[src/inc/integ_pkg.sv]
package integ_pkg;

    // Register byte offsets on the Wishbone bus.
    localparam logic [7:0] CTRL_OFS    = 8'h00;
    localparam logic [7:0] KEY_OFS     = 8'h04;
    localparam logic [7:0] STATUS_OFS  = 8'h08;
    localparam logic [7:0] IRQ_ST_OFS  = 8'h0C;
    localparam logic [7:0] IRQ_MSK_OFS = 8'h10;
    localparam logic [7:0] SHOWN_OFS   = 8'h14;
    localparam logic [7:0] TIME_OFS    = 8'h18;
    localparam logic [7:0] ERR_OFS     = 8'h1C;
    localparam logic [7:0] PRESET_OFS  = 8'h20;
    localparam logic [7:0] SETUP_OFS   = 8'h24;

    // Key command codes written to the key register.
    localparam logic [4:0] KEY_START      = 5'h01;
    localparam logic [4:0] KEY_STOP       = 5'h02;
    localparam logic [4:0] KEY_RESET      = 5'h03;
    localparam logic [4:0] KEY_HOLD       = 5'h04;
    localparam logic [4:0] KEY_UPDATE     = 5'h05;
    localparam logic [4:0] KEY_RATE       = 5'h06;
    localparam logic [4:0] KEY_MEAS_MODE  = 5'h07;
    localparam logic [4:0] KEY_AVERAGING_SELECT = 5'h08;
    localparam logic [4:0] KEY_SCALING    = 5'h09;
    localparam logic [4:0] KEY_LINE_FILT  = 5'h0A;
    localparam logic [4:0] KEY_V_AUTO     = 5'h0B;
    localparam logic [4:0] KEY_V_STEP     = 5'h0C;
    localparam logic [4:0] KEY_I_AUTO     = 5'h0D;
    localparam logic [4:0] KEY_I_STEP     = 5'h0E;
    localparam logic [4:0] KEY_TIMER_EDIT = 5'h0F;
    localparam logic [4:0] KEY_TIMER_SHOW = 5'h10;

    // Error codes shown on the fourth display.
    localparam logic [7:0] ERR_NONE       = 8'h00;
    localparam logic [7:0] ERR_SETTING    = 8'd13;
    localparam logic [7:0] ERR_INTEG_KEY  = 8'd42;
    localparam logic [7:0] ERR_LOCKED     = 8'd44;

    // Field positions.
    localparam int SETUP_V_AUTO_BIT = 0;
    localparam int SETUP_I_AUTO_BIT = 1;
    localparam int CTRL_SAMPLE_BIT  = 0;
    localparam int IRQ_ERR_BIT      = 0;
    localparam int IRQ_STATE_BIT    = 1;
    localparam int IRQ_W            = 2;

    // Reset values.
    localparam logic [7:0]  SETUP_RST  = 8'h03;
    localparam logic [15:0] PRESET_RST = 16'h0000;

    // Sampling indicator blink half period.
    localparam int BLINK_MS     = 250;
    localparam int CLK_MHZ      = 100;
    localparam int BLINK_CYCLES = BLINK_MS * 1000 * CLK_MHZ;

    typedef enum logic [1:0] {
        ST_STOPPED,
        ST_RUNNING,
        ST_PAUSED
    } integ_state_t;

    typedef struct packed {
        logic [31:0] value;
        logic [31:0] seconds;
    } integ_snap_t;

endpackage

[src/verilog/integ_ctrl.sv]
// Local design decisions: the Wishbone interface to the registers and the placing of the registers.
`timescale 1ns/1ps
// Summary of operation
// - Hold freezes shown and reported value; accumulation continues underneath.
// - Sample indicator keeps blinking during hold.
// - Start under hold keeps frozen value; release or update shows live total.
// - Stop under hold; release or update shows total captured at stop.
// - Power failure while integrating keeps value and time in backup.
// - After such failure stay stopped, refuse start until reset.
// - On power return show retained value and time.
// - Measuring method, averaging, scaling, line filter change only when stopped.
// - Range changes, auto and stepping, only when stopped.
// - Hold and update always accepted; rate change only when stopped.
// - Timer preset edit refused unless stopped; display always allowed.
// - Blocked key shows numeric error code on fourth display.
// - Reset refused while running; allowed paused or stopped.
// - Start with auto ranging switches to manual, range unchanged.
// - Stop pauses holding time and value; reset clears both.
module integ_ctrl
    import integ_pkg::*;
#(
    parameter int BLINK_HALF = BLINK_CYCLES
) (
    // Clock and reset
    input  wire logic        clk_i,
    input  wire logic        rst_i,
    // Wishbone slave
    input  wire logic        cyc_i,
    input  wire logic        stb_i,
    input  wire logic        we_i,
    input  wire logic [7:0]  adr_i,
    input  wire logic [3:0]  sel_i,
    input  wire logic [31:0] dat_i,
    output logic [31:0]      dat_o,
    output logic             ack_o,
    // Measurement side
    input  wire logic        acc_tick_i,
    input  wire logic [31:0] acc_delta_i,
    input  wire logic        sec_tick_i,
    input  wire logic        power_fail_i,
    // Indicators
    output logic             sample_led_o,
    output logic             irq_o
);
    integ_state_t state_ff;
    integ_snap_t  live_ff;
    integ_snap_t  shown_ff;
    integ_snap_t  stop_snap_ff;
    integ_snap_t  backup_ff;
    logic         hold_ff;
    logic         locked_ff;
    logic         backed_ff;
    logic         stopped_under_hold_ff;
    logic [7:0]   err_ff;
    logic [7:0]   setup_ff;
    logic [15:0]  preset_ff;
    logic [IRQ_W-1:0] irq_st_ff;
    logic [IRQ_W-1:0] irq_msk_ff;
    logic         blink;

    logic         wr;
    logic         key_wr;
    logic [4:0]   key;
    logic         accept;
    logic [7:0]   gate_err;
    logic         do_start;
    logic         do_stop;
    logic         do_reset;
    logic         refresh;

    assign wr     = cyc_i && stb_i && we_i && !ack_o;
    assign key_wr = wr && adr_i == KEY_OFS && sel_i[0];
    assign key    = dat_i[4:0];

    key_gate u_gate (
        .key_i    (key),
        .state_i  (state_ff),
        .locked_i (locked_ff),
        .accept_o (accept),
        .err_o    (gate_err)
    );

    blink_div #(.HALF(BLINK_HALF)) u_blink (
        .clk_i   (clk_i),
        .rst_i   (rst_i),
        .blink_o (blink)
    );

    // The indicator is never gated by hold since sampling does not pause.
    assign sample_led_o = blink;

    assign do_start = key_wr && key == KEY_START && accept;
    assign do_stop  = key_wr && key == KEY_STOP && accept;
    assign do_reset = key_wr && key == KEY_RESET && accept;
    assign refresh  = key_wr && ((key == KEY_HOLD && hold_ff) || key == KEY_UPDATE);

    always_ff @(posedge clk_i) begin
        if (rst_i) begin
            ack_o <= 1'b0;
        end else begin
            ack_o <= cyc_i && stb_i && !ack_o;
        end
    end

    // Integration state machine.
    always_ff @(posedge clk_i) begin
        if (rst_i) begin
            state_ff <= ST_STOPPED;
        end else if (power_fail_i) begin
            state_ff <= ST_STOPPED;
        end else begin
            case (state_ff)
                ST_STOPPED: if (do_start) state_ff <= ST_RUNNING;
                ST_RUNNING: if (do_stop) state_ff <= ST_PAUSED;
                ST_PAUSED: begin
                    if (do_start) begin
                        state_ff <= ST_RUNNING;
                    end else if (do_reset) begin
                        state_ff <= ST_STOPPED;
                    end
                end
                default: state_ff <= ST_STOPPED;
            endcase
        end
    end

    // Live accumulation ignores hold entirely.
    always_ff @(posedge clk_i) begin
        if (rst_i) begin
            live_ff <= '0;
        end else if (do_reset) begin
            live_ff <= '0;
        end else if (state_ff == ST_RUNNING && !power_fail_i) begin
            if (acc_tick_i) begin
                live_ff.value <= live_ff.value + acc_delta_i;
            end
            if (sec_tick_i) begin
                live_ff.seconds <= live_ff.seconds + 32'h1;
            end
        end
    end

    // Power failure backup and lockout.
    always_ff @(posedge clk_i) begin
        if (rst_i) begin
            backup_ff <= '0;
            backed_ff <= 1'b0;
            locked_ff <= 1'b0;
        end else if (power_fail_i && state_ff != ST_STOPPED) begin
            backup_ff <= live_ff;
            backed_ff <= 1'b1;
            locked_ff <= 1'b1;
        end else if (locked_ff && key_wr && key == KEY_RESET) begin
            // The backup is spent once the reset clears it, so the flag must not outlive the lock.
            locked_ff <= 1'b0;
            backed_ff <= 1'b0;
            backup_ff <= '0;
        end
    end

    // Snapshot at the stop request, used when hold is later released.
    always_ff @(posedge clk_i) begin
        if (rst_i) begin
            stop_snap_ff          <= '0;
            stopped_under_hold_ff <= 1'b0;
        end else if (do_stop) begin
            stop_snap_ff          <= live_ff;
            stopped_under_hold_ff <= hold_ff;
        end else if (do_start || do_reset) begin
            stopped_under_hold_ff <= 1'b0;
        end
    end

    // Hold toggles; hold and update are never blocked.
    always_ff @(posedge clk_i) begin
        if (rst_i) begin
            hold_ff <= 1'b0;
        end else if (key_wr && key == KEY_HOLD) begin
            hold_ff <= ~hold_ff;
        end
    end

    // Shown value: frozen during hold, refreshed on release or update.
    always_ff @(posedge clk_i) begin
        if (rst_i) begin
            shown_ff <= '0;
        end else if (locked_ff) begin
            shown_ff <= backup_ff;
        end else if (do_reset) begin
            shown_ff <= '0;
        end else if (refresh) begin
            shown_ff <= stopped_under_hold_ff ? stop_snap_ff : live_ff;
        end else if (!hold_ff) begin
            shown_ff <= live_ff;
        end
    end

    // Settings and range control.
    always_ff @(posedge clk_i) begin
        if (rst_i) begin
            setup_ff  <= SETUP_RST;
            preset_ff <= PRESET_RST;
        end else begin
            if (do_start && state_ff == ST_STOPPED) begin
                setup_ff[SETUP_V_AUTO_BIT] <= 1'b0;
                setup_ff[SETUP_I_AUTO_BIT] <= 1'b0;
            end else if (wr && adr_i == SETUP_OFS && sel_i[0] && state_ff == ST_STOPPED) begin
                setup_ff <= dat_i[7:0];
            end
            if (wr && adr_i == PRESET_OFS && state_ff == ST_STOPPED) begin
                preset_ff <= dat_i[15:0];
            end
        end
    end

    // Error code for the fourth display.
    always_ff @(posedge clk_i) begin
        if (rst_i) begin
            err_ff <= ERR_NONE;
        end else if (key_wr) begin
            err_ff <= accept ? ERR_NONE : gate_err;
        end
    end

    // Interrupt status: set wins over write-one clear.
    logic [IRQ_W-1:0] irq_set;
    always_comb begin
        irq_set              = '0;
        irq_set[IRQ_ERR_BIT] = key_wr && !accept;
        irq_set[IRQ_STATE_BIT] = do_start || do_stop || do_reset || power_fail_i;
    end

    always_ff @(posedge clk_i) begin
        if (rst_i) begin
            irq_st_ff  <= '0;
            irq_msk_ff <= '0;
        end else begin
            if (wr && adr_i == IRQ_ST_OFS && sel_i[0]) begin
                irq_st_ff <= (irq_st_ff & ~dat_i[IRQ_W-1:0]) | irq_set;
            end else begin
                irq_st_ff <= irq_st_ff | irq_set;
            end
            if (wr && adr_i == IRQ_MSK_OFS && sel_i[0]) begin
                irq_msk_ff <= dat_i[IRQ_W-1:0];
            end
        end
    end

    assign irq_o = |(irq_st_ff & irq_msk_ff);

    // Read data is registered together with the ack.
    always_ff @(posedge clk_i) begin
        if (rst_i) begin
            dat_o <= 32'h0;
        end else if (cyc_i && stb_i && !we_i && !ack_o) begin
            case (adr_i)
                CTRL_OFS:    dat_o <= {31'h0, blink};
                STATUS_OFS:  dat_o <= {26'h0, backed_ff, locked_ff, hold_ff,
                                       stopped_under_hold_ff, state_ff};
                IRQ_ST_OFS:  dat_o <= {30'h0, irq_st_ff};
                IRQ_MSK_OFS: dat_o <= {30'h0, irq_msk_ff};
                SHOWN_OFS:   dat_o <= shown_ff.value;
                TIME_OFS:    dat_o <= shown_ff.seconds;
                ERR_OFS:     dat_o <= {24'h0, err_ff};
                PRESET_OFS:  dat_o <= {16'h0, preset_ff};
                SETUP_OFS:   dat_o <= {24'h0, setup_ff};
                default:     dat_o <= 32'h0;
            endcase
        end
    end

    hold_freeze_a: assert property (@(posedge clk_i) disable iff (rst_i)
        hold_ff && !refresh && !locked_ff && !do_reset && $past(hold_ff) |=> $stable(shown_ff))
        else $error("shown value moved during hold");
    run_accum_a: assert property (@(posedge clk_i) disable iff (rst_i)
        state_ff == ST_RUNNING && acc_tick_i && !power_fail_i && !do_reset && !backed_ff
        |=> live_ff.value == $past(live_ff.value) + $past(acc_delta_i))
        else $error("accumulation lost");
    stop_show_a: assert property (@(posedge clk_i) disable iff (rst_i)
        refresh && stopped_under_hold_ff && !locked_ff && !do_reset |=> shown_ff == $past(stop_snap_ff))
        else $error("stop snapshot not shown");
    lock_start_a: assert property (@(posedge clk_i) disable iff (rst_i)
        locked_ff && state_ff == ST_STOPPED && key_wr && key == KEY_START |=> state_ff == ST_STOPPED)
        else $error("start accepted while locked");
    no_reset_run_a: assert property (@(posedge clk_i) disable iff (rst_i)
        state_ff == ST_RUNNING && key_wr && key == KEY_RESET && !power_fail_i |=> state_ff != ST_STOPPED)
        else $error("reset honoured while running");
    blocked_err_a: assert property (@(posedge clk_i) disable iff (rst_i)
        key_wr && key == KEY_RATE && state_ff != ST_STOPPED |=> err_ff == ERR_SETTING)
        else $error("missing error code");
    auto_off_a: assert property (@(posedge clk_i) disable iff (rst_i)
        do_start && state_ff == ST_STOPPED |=> setup_ff[SETUP_V_AUTO_BIT] == 1'b0)
        else $error("auto range kept at start");
    backup_keep_a: assert property (@(posedge clk_i) disable iff (rst_i)
        power_fail_i && state_ff != ST_STOPPED |=> backup_ff == $past(live_ff))
        else $error("backup not taken");
endmodule

[src/verilog/key_gate.sv]
`timescale 1ns/1ps
module key_gate
    import integ_pkg::*;
(
    // Request
    input  wire logic [4:0]   key_i,
    input  integ_state_t      state_i,
    input  wire logic         locked_i,
    // Verdict
    output logic              accept_o,
    output logic [7:0]        err_o
);
    always_comb begin
        accept_o = 1'b1;
        err_o    = ERR_NONE;
        case (key_i)
            KEY_START: begin
                if (locked_i) begin
                    accept_o = 1'b0;
                    err_o    = ERR_LOCKED;
                end else if (state_i == ST_RUNNING) begin
                    accept_o = 1'b0;
                    err_o    = ERR_INTEG_KEY;
                end
            end
            KEY_STOP: begin
                if (state_i != ST_RUNNING) begin
                    accept_o = 1'b0;
                    err_o    = ERR_INTEG_KEY;
                end
            end
            KEY_RESET: begin
                if (state_i == ST_RUNNING) begin
                    accept_o = 1'b0;
                    err_o    = ERR_INTEG_KEY;
                end
            end
            KEY_HOLD, KEY_UPDATE, KEY_TIMER_SHOW: begin
                accept_o = 1'b1;
            end
            KEY_RATE, KEY_MEAS_MODE, KEY_AVERAGING_SELECT, KEY_SCALING, KEY_LINE_FILT,
            KEY_V_AUTO, KEY_V_STEP, KEY_I_AUTO, KEY_I_STEP, KEY_TIMER_EDIT: begin
                if (state_i != ST_STOPPED) begin
                    accept_o = 1'b0;
                    err_o    = ERR_SETTING;
                end
            end
            default: begin
                accept_o = 1'b0;
                err_o    = ERR_NONE;
            end
        endcase
    end
endmodule

[src/verilog/blink_div.sv]
`timescale 1ns/1ps
module blink_div #(
    parameter int HALF = 25000000
) (
    // Clock and reset
    input  wire logic clk_i,
    input  wire logic rst_i,
    // Indicator
    output logic      blink_o
);
    logic [31:0] cnt_ff;

    always_ff @(posedge clk_i) begin
        if (rst_i) begin
            cnt_ff  <= 32'h0;
            blink_o <= 1'b0;
        end else if (cnt_ff >= 32'(HALF - 1)) begin
            cnt_ff  <= 32'h0;
            blink_o <= ~blink_o;
        end else begin
            cnt_ff <= cnt_ff + 32'h1;
        end
    end
endmodule

[config.mk]
export PLATFORM = sky130hd
export DESIGN_NAME = integ_ctrl
export DESIGN_NICKNAME = d
export VERILOG_FILES = /design/src/inc/integ_pkg.sv /design/src/verilog/integ_ctrl.sv /design/src/verilog/key_gate.sv /design/src/verilog/blink_div.sv
export SDC_FILE = /design/constraint.sdc
export NUM_CORES = 1
export LEC_CHECK = 0
export BUFFER_PORTS_ARGS = -buffer_cell sky130_fd_sc_hd__buf_4
export CAP_MARGIN = 20
export CORE_ASPECT_RATIO = 1.25
export CORE_MARGIN = 8
export CORE_UTILIZATION = 49
export CTS_BUF_LIST = sky130_fd_sc_hd__clkbuf_8
export DETAILED_ROUTE_END_ITERATION = 10
export GPL_TIMING_DRIVEN = 0
export MAX_ROUTING_LAYER = met4
export PLACE_DENSITY = 0.67
export SYNTH_ARGS = -nofsm -noshare
export SYNTH_HDL_FRONTEND = slang
export SYNTH_SLANG_ARGS = --single-unit
[constraint.sdc]
create_clock -name clk_i -period 3.3 [get_ports clk_i]
set_clock_uncertainty 0.1 [all_clocks]
set_input_delay 0 -clock clk_i [delete_from_list [all_inputs] [get_ports clk_i]]
set_output_delay 0 -clock clk_i [all_outputs]
set_load 0.02 [all_outputs]
==> metrics.txt <==
FF+latch count, synth 360; worst slack at placement 0.0551 ns; GRT Total Usage 24.6%; EDFF count, synth 0; Hold Path Origin acc_delta_i[16]; CTS Root Cell clkbuf_8; CP Launch Type input pin; WS Path Type input pin to flip-flop; worst r2r path cells 9; share of cells above drive strength 1 13.6%; I/O Pins 119; Slew HR 23.6%; CTS max path bufs 3; CP arrival 3.65 ns; die area 0.0402 mm^2; DR iter-0 viols 1,167; Crit Path Max Fanout 10; setup violators final 0; Die W 181 um; Starting Density 49.6%; CTS tree done; highest-count cells in the layout ignoring fill and taps dfxtp_1 (359), nor2_1 (275), nand2_1 (226); worst reg-to-reg setup slack 0.03 ns; r2r endpoint shown_ff[37]; ys async rst share 0%; Slew Viols, Final 0; first-pass GRT wire length 79.2 mm; diodes inserted 0; worst setup margin 0.000350 ns; core box area 0.0336 mm^2; min Tclk post-route 3.30 ns; H-tree Lvls 2; Cell Area, Synth 0.0167 mm^2; placed insts 2,431; hold path cells 5; Final ANT Viol Nets 0; Primary FF master, synth dfxtp_1; chip height 222 um; clk_lat worst skew 0.61 ns; I/O Buffers 95; WL/cell 19.0 um; worst r2r src ack_o; setup_tns 0 ns; period utilization 100%; overall power consumption 8.81 mW; final WL 49.6 mm; Core Util, Final 59.5%; Reg clk slew, reported paths 0.06 ns; placed instance area 0.0179 mm^2; routability congestion estimate 0.937; RSZ-0062 raised after global routing yes; sequential area share after synthesis 43.2%; Mapped Cells 1,907; actual slew at the worst max-slew pin 1.14 ns; yosys warns 0; post-route insts no fill 2,611; Mapped Avg Cell Area 8.75 um^2; vias in the first global route 15.1k; Layout area overhead 19.8%; post-route cell area 0.0200 mm^2; IR drop worst, VDD 0.305 mV; max_cap viols 0; Fmax 303 MHz; via count 15.3k; outcome finished, final reports clean; WP data required 3.65 ns; WHS Endpoint live_ff[48]; GRT overflow 0; most common cell after layout, fill and taps aside dfxtp_1; Num CTS Buffers 57; Final Hold Vio Count 0; Final nets 2,266; Detail Placement HPWL 35.6 mm; post-synth cell types 70; DRT Pass-1 Iters 5; WHS 0.0450 ns; Pleak 7.69 nW; row cnt 75; Pwr Density 441 mW/mm^2; Residual DRC 0; initial antenna violation count 0; crit end category flip-flop; Vias/cell 5.85; largest net degree at the start of global routing 15; clock net sink count 360; Worst Hold Class input pin to flip-flop
==> synthesized netlist by cell type (4+ instances only) <==
| library cell | instances | area share [%] |
|---|---|---|
| dfxtp_1 | 360 | 43 |
| nor2_1 | 275 | 6.2 |
| nand2_1 | 226 | 5.1 |
| a21oi_1 | 139 | 4.2 |
| a22oi_1 | 133 | 6.0 |
| clkbuf_1 | 103 | 2.3 |
| a211oi_2 | 60 | 4.5 |
| mux2_1 | 60 | 4.1 |
| nand3_1 | 56 | 1.7 |
| xor2_1 | 45 | 2.4 |
| o21ai_0 | 36 | 1.1 |
| nor3_1 | 35 | 1.1 |
| ha_1 | 33 | 2.5 |
| buf_2 | 27 | 0.81 |
| and3_1 | 23 | 0.86 |
| xnor2_1 | 23 | 1.2 |
| mux2i_1 | 22 | 1.3 |
| a211oi_1 | 21 | 0.95 |
| a221oi_1 | 20 | 1.1 |
| nand4_1 | 20 | 0.75 |
| a21o_1 | 17 | 0.77 |
| inv_1 | 15 | 0.34 |
| or3_1 | 14 | 0.53 |
| a222oi_1 | 12 | 0.72 |
| a31oi_1 | 9 | 0.34 |
| nand3b_1 | 9 | 0.41 |
| nand2b_1 | 8 | 0.30 |
| a311oi_1 | 7 | 0.37 |
| mux2_2 | 7 | 0.47 |
| and2_1 | 6 | 0.23 |
| buf_1 | 6 | 0.14 |
| nor2b_1 | 6 | 0.23 |
| and4_1 | 5 | 0.26 |
| buf_6 | 5 | 0.34 |
| o211ai_1 | 5 | 0.23 |
| nor3_2 | 4 | 0.24 |
| nor4_1 | 4 | 0.15 |
| o2111ai_1 | 4 | 0.21 |
| o21a_1 | 4 | 0.18 |
| or4_1 | 4 | 0.18 |
==> worst max-delay path by stage <==
stage                      startpoint      endpoint  slack [ns]  depth (start not counted)
final                            we_i  shown_ff[37]      0.0003                         12
after global routing      state_ff[0]   live_ff[31]       -0.06                          9
after CTS                 state_ff[0]   live_ff[31]        0.05                          9
after detailed placement        ack_o  shown_ff[35]        0.06                          9
after global placement    state_ff[0]   live_ff[31]        0.06                          9
after floorplan           live_ff[32]   live_ff[62]        0.60                         11
==> metal layers <==
metal  vias to the layer above  routed length, um  share of wire [%]  global-route usage, %
li1                       7343                  -                  -                      -
met3                       117               2960                6.0                   3.72
met2                       466              23800                 48                   41.1
met5                         -                  0                  0                      -
met4                         0               1890                3.8                   10.2
met1                      7350              20900                 42                   29.4
==> cells by family after synthesis <==
logic type               after synthesis  share of synthesized area (%)
other                                  1                         0.0225
AND/OR/NAND/NOR                      704                           18.8
flip-flops                           360                           43.2
buffers and inverters                157                           4.03
XOR/XNOR                              68                           3.57
adder cells (fa/ha/maj)               34                           2.60
multiplexers                          89                           5.84
AO/OA/AOI/OAI                        494                           21.9
==> state kept, by name (all words and copies together), names as in the netlist, 8 cells and up <==
register,flops
setup_ff,8
live_ff,64
u_blink.cnt_ff,32
dat_o,32
shown_ff,64
preset_ff,16
backup_ff,64
stop_snap_ff,64
==> power by group <==
| group | internal (mW) | switching, mW |
|---|---|---|
| clock network | 2.20 | 1.74 |
| logic | 0.199 | 0.272 |
| registers | 4.37 | 0.0156 |
| total | 6.78 | 2.03 |
==> repair_timing <==
action                                  4_1_cts  5_1_grt
gates resized for setup                       0        8
hold buffers                                 81        0
hold endpoints to repair                     90        0
setup buffers                                 0        0
endpoints found under the setup margin        0       84
==> final cells by class <==
cell class	count	area, um^2
fillers	2962	13600
multi-input cells	1396	8840
flip-flops and latches	360	7210
repair buffers	176	1520
clock buffers	80	1100
plain buffers	142	618
well taps	423	529
clock inverters	19	105
inverters	15	56.3
==> worst max-delay path, cell delays in order <==
cell and delay (ns):
dlygate4sd3_1 0.54, buf_4 0.12, nand2_1 0.04, dlygate4sd3_1 0.56, nor2_2 0.26, and3_1 0.32
nand4_1 0.37, and2_1 0.31, buf_2 0.23, clkbuf_1 0.30, a22oi_1 0.46, a211oi_2 0.13
Note: power is estimated with default switching activity, not from simulation.
